`config.mk`:
```
export PLATFORM = sky130hd
export DESIGN_NAME = ppm_core
export DESIGN_NICKNAME = d
export VERILOG_FILES = /design/src/ppm_core.v /design/src/ppm_edge_sync.v /design/src/ppm_prescaler.v
export VERILOG_INCLUDE_DIRS = /design/src
export SDC_FILE = /design/constraint.sdc
export NUM_CORES = 1
export LEC_CHECK = 0
export ABC_CLOCK_PERIOD_IN_PS = 7200
export BUFFER_PORTS_ARGS = -buffer_cell sky130_fd_sc_hd__buf_2
export CORE_MARGIN = 10
export CORE_UTILIZATION = 45
export DETAILED_ROUTE_END_ITERATION = 12
export PLACE_DENSITY = 0.7
export SETUP_SLACK_MARGIN = 0.3
export SLEW_MARGIN = 30
export SYNTH_ARGS = -nofsm -noshare
export SYNTH_HDL_FRONTEND = slang
export SYNTH_HIERARCHICAL = 1
export SYNTH_SLANG_ARGS = --single-unit
```
`constraint.sdc`:
```
create_clock -name i_core_clk -period 7.2 [get_ports i_core_clk]
set_input_delay 1.44 -clock i_core_clk [delete_from_list [all_inputs] [get_ports i_core_clk]]
set_output_delay 1.44 -clock i_core_clk [all_outputs]
set_load 0.01 [all_outputs]
```
`src/ppm_defs.vh`:
```
// Constants for the pulse period measurement block.
// Included by bare name from the core and prescaler design files of the block.
`ifndef PPM_DEFS_VH
`define PPM_DEFS_VH
`define PPM_CNT_W 16
`define PPM_CNT_MAX 16'hFFFF
`define PPM_CNT_RST 16'h0000
`define PPM_OVF_W 17
`define PPM_OVF_LIMIT 17'h0FFFF
`define PPM_DIV_RATIO 16
`define PPM_DIV_W 4
`define PPM_RES_NS 100
`define PPM_PERIOD_W 48
`define PPM_IRQ_LVL_CAPT 4'h3
`define PPM_IRQ_LVL_OVF 4'h4
`endif

```
`src/ppm_core.v`:
```
// Pulse period measurement channel: 16-bit up counter, capture, overflow
// extension and period calculation. Assumes i_pulse_input_pin is async and
// i_count_start_bit comes from logic on i_core_clk.
`timescale 1ns/1ps
`include "ppm_defs.vh"
`default_nettype none
// Operation
// - The counter stays idle until the count start bit is written to one.
// - A rising pulse edge copies the counter to the capture register and clears the counter.
// - Each capture raises a capture interrupt request in the same cycle.
// - The counter free-runs upward and is cleared only by a capture.
// - A counter wrap past its maximum raises an overflow interrupt request.
// - The counter advances once per count clock of peripheral clock divided by DIV_RATIO, sixteen by default.
// - The first capture sets the active flag and clears the overflow count, reporting no period.
// - While active, each overflow adds one to the overflow count.
// - Each later capture yields resolution times (overflows times 10000h plus capture).
// - An overflow count beyond 65535 raises the error output and stops measuring.
// - Capture takes level 3, overflow level 4, and overflow is handled first.
// - The error is driven on a plain general-purpose output pin.
// - The time per count is a parameter defaulting to 100 ns.
// - A rising edge at FFFFh captures FFFFh, clears the counter and requests capture.
// - A wrap that meets a capture is suppressed, so no overflow is counted for it.
module ppm_core #(
    parameter DIV_RATIO = `PPM_DIV_RATIO,
    parameter RES_NS = `PPM_RES_NS
) (
    input wire i_core_clk,
    input wire i_sys_rst,
    input wire i_count_start_bit,
    input wire i_pulse_input_pin,
    output wire [`PPM_CNT_W-1:0] o_timer_count,
    output wire [`PPM_CNT_W-1:0] o_capture_reg_a,
    output wire o_capture_a_irq,
    output wire o_overflow_irq,
    output wire [3:0] o_capture_a_irq_level,
    output wire [3:0] o_overflow_irq_level,
    output wire o_measure_active,
    output wire [`PPM_OVF_W-1:0] o_overflow_count,
    output wire [`PPM_PERIOD_W-1:0] o_period_ns,
    output wire o_period_valid,
    output wire o_error_output_pin
);
    wire rise;
    wire tick;
    wire running;
    reg [`PPM_CNT_W-1:0] cnt_ff;
    reg [`PPM_CNT_W-1:0] nxt_cnt;
    reg [`PPM_CNT_W-1:0] cap_ff;
    reg capt_irq_ff;
    reg ovf_irq_ff;
    reg active_ff;
    reg [`PPM_OVF_W-1:0] ovf_ff;
    reg [`PPM_OVF_W-1:0] nxt_ovf;
    reg [`PPM_PERIOD_W-1:0] period_ff;
    reg valid_ff;
    reg err_ff;
    reg run_ff;
    wire capture;
    wire wrap;
    wire [`PPM_OVF_W-1:0] ovf_eff;
    wire [`PPM_PERIOD_W-1:0] raw_counts;

    // Start is sticky once software sets it; error halts the channel
    always @(posedge i_core_clk or posedge i_sys_rst) begin
        if (i_sys_rst) begin
            run_ff <= 1'b0;
        end else if (err_ff) begin
            run_ff <= 1'b0;
        end else if (i_count_start_bit) begin
            run_ff <= 1'b1;
        end
    end

    ppm_edge_sync u_sync (
        .i_core_clk(i_core_clk),
        .i_sys_rst(i_sys_rst),
        .i_pin(i_pulse_input_pin),
        .o_rise(rise)
    );

    // Count clock of core clock over DIV_RATIO, sixteen by default
    ppm_prescaler #(
        .DIV_RATIO(DIV_RATIO)
    ) u_presc (
        .i_core_clk(i_core_clk),
        .i_sys_rst(i_sys_rst),
        .i_run(running),
        .o_tick(tick)
    );

    // Error freezes the channel at once, not one cycle late
    assign running = run_ff & ~err_ff;
    // Capture is taken on the core clock, not held back to a count tick
    assign capture = running && rise;
    // Wrap only when the counter would actually roll over
    assign wrap = running && tick && !capture && (cnt_ff == `PPM_CNT_MAX);

    // Free-running up count, cleared only by a capture
    always @* begin
        nxt_cnt = cnt_ff;
        if (capture) begin
            nxt_cnt = `PPM_CNT_RST;
        end else if (running && tick) begin
            nxt_cnt = cnt_ff + 1'b1;
        end
    end

    // Counter and capture register
    always @(posedge i_core_clk or posedge i_sys_rst) begin
        if (i_sys_rst) begin
            cnt_ff <= `PPM_CNT_RST;
            cap_ff <= `PPM_CNT_RST;
        end else begin
            cnt_ff <= nxt_cnt;
            if (capture) begin
                cap_ff <= cnt_ff;
            end
        end
    end

    // Request pulses, registered so capture lines up with the capture update and overflow with the counter wrap
    always @(posedge i_core_clk or posedge i_sys_rst) begin
        if (i_sys_rst) begin
            capt_irq_ff <= 1'b0;
            ovf_irq_ff <= 1'b0;
        end else begin
            capt_irq_ff <= capture;
            ovf_irq_ff <= wrap;
        end
    end

    // Fixed priority levels; higher level is serviced first
    assign o_capture_a_irq_level = `PPM_IRQ_LVL_CAPT;
    assign o_overflow_irq_level = `PPM_IRQ_LVL_OVF;

    // A pending overflow is folded in before the capture uses the count
    assign ovf_eff = ovf_ff + {{(`PPM_OVF_W-1){1'b0}}, ovf_irq_ff & active_ff};
    // Overflows times 10000h plus the captured value
    assign raw_counts = {{(`PPM_PERIOD_W-`PPM_OVF_W-`PPM_CNT_W){1'b0}}, ovf_eff, cap_ff};

    // Overflow count bookkeeping
    always @* begin
        nxt_ovf = ovf_ff;
        if (capt_irq_ff) begin
            nxt_ovf = {`PPM_OVF_W{1'b0}};
        end else if (ovf_irq_ff && active_ff) begin
            nxt_ovf = ovf_ff + 1'b1;
        end
    end

    // Measurement state, period and error
    always @(posedge i_core_clk or posedge i_sys_rst) begin
        if (i_sys_rst) begin
            active_ff <= 1'b0;
            ovf_ff <= {`PPM_OVF_W{1'b0}};
            period_ff <= {`PPM_PERIOD_W{1'b0}};
            valid_ff <= 1'b0;
            err_ff <= 1'b0;
        end else if (err_ff) begin
            // Measurement stays stopped until reset
            valid_ff <= 1'b0;
        end else begin
            ovf_ff <= nxt_ovf;
            valid_ff <= 1'b0;
            if (capt_irq_ff && !active_ff) begin
                active_ff <= 1'b1;
            end else if (capt_irq_ff) begin
                // Resolution times raw counts
                period_ff <= raw_counts * RES_NS;
                valid_ff <= 1'b1;
            end
            // Too long a pulse: give up rather than report a wrong period
            if (!capt_irq_ff && nxt_ovf > `PPM_OVF_LIMIT) begin
                err_ff <= 1'b1;
            end
        end
    end

    assign o_timer_count = cnt_ff;
    assign o_capture_reg_a = cap_ff;
    assign o_capture_a_irq = capt_irq_ff;
    assign o_overflow_irq = ovf_irq_ff;
    assign o_measure_active = active_ff;
    assign o_overflow_count = ovf_ff;
    assign o_period_ns = period_ff;
    assign o_period_valid = valid_ff;
    // Plain output level, no timer function on this pin
    assign o_error_output_pin = err_ff;
endmodule
`default_nettype wire

```
`src/ppm_edge_sync.v`:
```
// Two-flop synchroniser with rising-edge detection for the pulse pin.
// Assumes the pin is asynchronous to i_core_clk.
`timescale 1ns/1ps
`default_nettype none
module ppm_edge_sync (
    input wire i_core_clk,
    input wire i_sys_rst,
    input wire i_pin,
    output wire o_rise
);
    reg meta_ff;
    reg sync_ff;
    reg last_ff;
    // First flop feeds only the second one
    always @(posedge i_core_clk or posedge i_sys_rst) begin
        if (i_sys_rst) begin
            meta_ff <= 1'b0;
            sync_ff <= 1'b0;
            last_ff <= 1'b0;
        end else begin
            meta_ff <= i_pin;
            sync_ff <= meta_ff;
            last_ff <= sync_ff;
        end
    end
    // Low-to-high transition, one cycle wide
    assign o_rise = sync_ff & ~last_ff;
endmodule
`default_nettype wire

```
`src/ppm_prescaler.v`:
```
// Count-clock prescaler: one-cycle tick every DIV_RATIO core clocks.
// Assumes the core clock is the peripheral clock being divided.
`timescale 1ns/1ps
`include "ppm_defs.vh"
`default_nettype none
module ppm_prescaler #(
    parameter DIV_RATIO = `PPM_DIV_RATIO
) (
    input wire i_core_clk,
    input wire i_sys_rst,
    input wire i_run,
    output wire o_tick
);
    // Cut to the divider width on purpose; ratios above 16 need a wider divider
    localparam integer LAST_I = DIV_RATIO - 1;
    localparam [`PPM_DIV_W-1:0] LAST = LAST_I[`PPM_DIV_W-1:0];
    reg [`PPM_DIV_W-1:0] div_ff;
    // Held at zero while stopped so the first tick is a full period away
    always @(posedge i_core_clk or posedge i_sys_rst) begin
        if (i_sys_rst) begin
            div_ff <= {`PPM_DIV_W{1'b0}};
        end else if (!i_run || div_ff == LAST) begin
            div_ff <= {`PPM_DIV_W{1'b0}};
        end else begin
            div_ff <= div_ff + 1'b1;
        end
    end
    assign o_tick = i_run && (div_ff == LAST);
endmodule
`default_nettype wire

```
==> impl_results.md <==
- Switching power: around 0.35 mW
- Pleak: 5.08 nW
- Final setup viols: 0
- CP cell instances: and2_1, ha_1, ha_1, xnor2_1, inv_1, ha_1, ha_1, inv_1, fa_1, inv_1, ha_1, a21oi_1, o21ai_0, o21ai_0, a31o_2, o22a_1, or4_1, nand3_1
- Synth Instances: between 900 and 1000
- GRT Total Usage: 15.3%
- First-pass GRT wire length: 30800 um
- Top cells by instance count after synthesis: inv_1, nand2_1, ha_1
- Clk buf depth: 2
- Net Sw Frac: 27.6%
- Initial Util: between 40% and 50%
- Clk pwr share: around two fifths
- Placer Congestion: 0.905
- Critical R2R Launch: o_measure_active
- Final #Nets: 1147
- Slew Limit Headroom: about two fifths
- Die X: 154 um
- Post-CTS Resized: 0
- Sequential power share: about half
- H-tree depth: 3
- RR Endpoint: o_period_ns[38]
- Async SR Flop Fraction: 100%
- Die height: 154 um
- Worst Path Max Fanout: 6
- Via count: 6244
- Worst Skew: between 7 and 8 ps
- Critical setup path kind: flop to flop
- F_max: 212 MHz
- WP data arrival: 5010 ps
- Fin Hold WS: 379 ps
- Number of synthesized flops with an enable pin: 0
- Fin util: 51.5%
- Worst slew pin tran: a little under 900 ps
- Buffers & Inverters on Critical Path: 3
- Reg2Reg Depth: 18
- Site row count: 48
- Global route overflow: 0
- I/O Pins: 114
- Hold Crit Class: flop to flop
- VDD IR max: 0.145 mV
- Setup repair after global routing missed its margin: no
- Worst-skew pair later-pin latency: between 300 and 400 ps
- Largest net degree at the start of global routing: 73
- Wl on met1: 8860 um
- Synthesized area per cell: 8.74 sq um
- Inserted Clock Buffers: 9
- Vias per cell: 5.05
- Core footprint: 0.0175 sq mm
- Port bufs: 95
- CTS Sinks: 100
- Slew Limit Fails: 0
- Largest delay contributor family on the critical path: adder cells
- Nature of the critical path startpoint: flop
- Total of max-cap violations: 0
- Hold Vio Cnt, Final: 0
- WL final: 18000 um
- Clock root buffer: clkbuf_16
- Layout Area Growth over Synthesis: 11.4%
- Total number of cells along the worst setup path: 18
- Max incr delay on CP: 490 ps
- CTS clk-pin slew, worst paths: about 70 ps
- WL met3: 1270 um
- Top cell type's share of synthesized area: between 30% and 40%
- Pwr Density: between 100 and 150 mW/mm^2
- Tcrit/Tclk final: 65.6%
- Post-route DRC: 0
- Worst EP required: 7490 ps
- Final min period: 4730 ps
- Hold bufs inserted after CTS: 0
- Cell variety after synth: 60
- Critical path capture point: o_period_ns[38]
- Leading area contributor after synthesis: dfrtp_1
- Share of cells above drive strength 1: 12.6%
- Die area: around 0.024 sq mm
- Dpl hpwl: 14600 um
- Initial drt markers: 332
- Worst R2R Setup Slack: 2470 ps
- Post-route ant nets: 0
- Most frequent cell on the critical path: ha_1
- Top cells by area, synth: dfrtp_1, ha_1, inv_1
- Most frequent cell after synthesis: inv_1
- Mean routed wirelength per cell: between 10 and 15 um
- Critical-path top delay cell: fa_1
- Combinational fraction of design power: 10.5%
- DRT Pass-1 Iters: 5
- Diode count: 0
- Sequential element share of the synthesized area: a little under a third
- Beginning of the critical path: o_measure_active
- Post-Syn Area: 0.00808 sq mm
- CTS tree: yes
- Synth Flop Type: dfrtp_1
- Max layer used: met4
- Yosys reg bits: 100
- Vias in the first global route: just over 6000
- Setup crit end kind: flop
- Int Pwr: 0.919 mW
- Post-CTS Setup Repair Bufs: 0
- Status: completed
- Met2 WL: 7630 um
- Total negative slack: 0 ps
- Number of synthesis warnings: 6
- Initial antenna violation count: 0
## placed cells by master (no fill, tap or decap), types with 9 or more instances in the layout
cell,n
nor2_1,51
nand3_1,26
a21oi_1,33
clkbuf_16,9
xnor2_1,27
a21o_1,14
dfrtp_1,100
ha_1,108
buf_2,95
nand4_1,16
inv_1,144
conb_1,18
fa_1,27
xor2_1,43
nor3_1,13
o21ai_0,58
nand2_1,115
and3_1,11
## worst register-to-register path, cell delays in order, from the launching register on
cell,delay (ps)
dfrtp_1,410
and2_1,180
ha_1,200
ha_1,250
xnor2_1,290
inv_1,110
ha_1,310
ha_1,280
inv_1,50
fa_1,490
inv_1,40
ha_1,380
a21oi_1,120
o21ai_0,280
o21ai_0,160
a31o_2,280
o22a_1,260
or4_1,480
nand3_1,100
## final cells by class
cell class                 instances  area, sq um
sequential                       100         2500
clock inverter                     6         78.8
tap                              225          282
clock buffer                       9          225
inverter                         147          553
timing repair buffer              97          490
fill                            1690         8480
multi-input combinational        653         4870
## worst min path at each step
stage	start	depth (start not counted)	to	slack, ps
floorplan	u_sync/meta_ff	0	u_sync/sync_ff	330
global placement	u_sync/meta_ff	0	u_sync/sync_ff	350
detailed placement	u_sync/meta_ff	0	u_sync/sync_ff	360
CTS	u_sync/meta_ff	0	u_sync/sync_ff	390
global route	u_sync/meta_ff	0	u_sync/sync_ff	400
finish	u_sync/meta_ff	0	u_sync/sync_ff	380
## state kept, by name, summed over array words and instances (netlist names)
register            flops
o_measure_active        1
u_presc/div_ff          4
run_ff                  1
o_error_output_pin      1
o_overflow_count       17
o_period_valid          1
o_timer_count          16
o_capture_reg_a        16
o_overflow_irq          1
u_sync/sync_ff          1
u_sync/last_ff          1
o_capture_a_irq         1
o_period_ns            38
u_sync/meta_ff          1
## stage by stage
stage | area, sq um | std cells | setup slack [ps] | total power [mW]
4_1_cts | 9000 | 1237 | 2490 | 1.28
3_3_place_gp | 8690 | 1222 | 2630 | 0.758
2_1_floorplan | 8140 | 941 | 2780 | 0.725
3_5_place_dp | 8690 | 1222 | 2490 | 0.766
5_1_grt | 9000 | 1237 | 2120 | 1.33
6_report | 9000 | 1237 | 2470 | 1.27
## logic make-up after synthesis
| family | after synthesis | share of synthesized area, % |
|---|---|---|
| fa+ha+maj | 135 | 23.4 |
| mux | 4 | 0.496 |
| other cells | 2 | 0.0929 |
| simple gates | 268 | 15.4 |
| compound gates | 158 | 12.4 |
| xor+xnor | 70 | 7.59 |
| flops | 100 | 31.0 |
| buf+inv | 188 | 9.62 |
## power by group through the flow
stage	Clock, mW	Sequential [mW]	Combinational (mW)
6_report	0.517	0.619	0.133
5_1_grt	0.552	0.625	0.158
4_1_cts	0.527	0.619	0.137
3_5_place_dp	0	0.630	0.136
3_3_place_gp	0	0.628	0.130
2_1_floorplan	0	0.634	0.0908
## metal layers
layer  up-vias  global-route usage, %
li1       3198                      -
met2       143                   22.2
met5         -                      0
met1      2883                   21.6
met4         0                   3.91
met3        20                   4.74
Power figures use the tool's default switching activity.
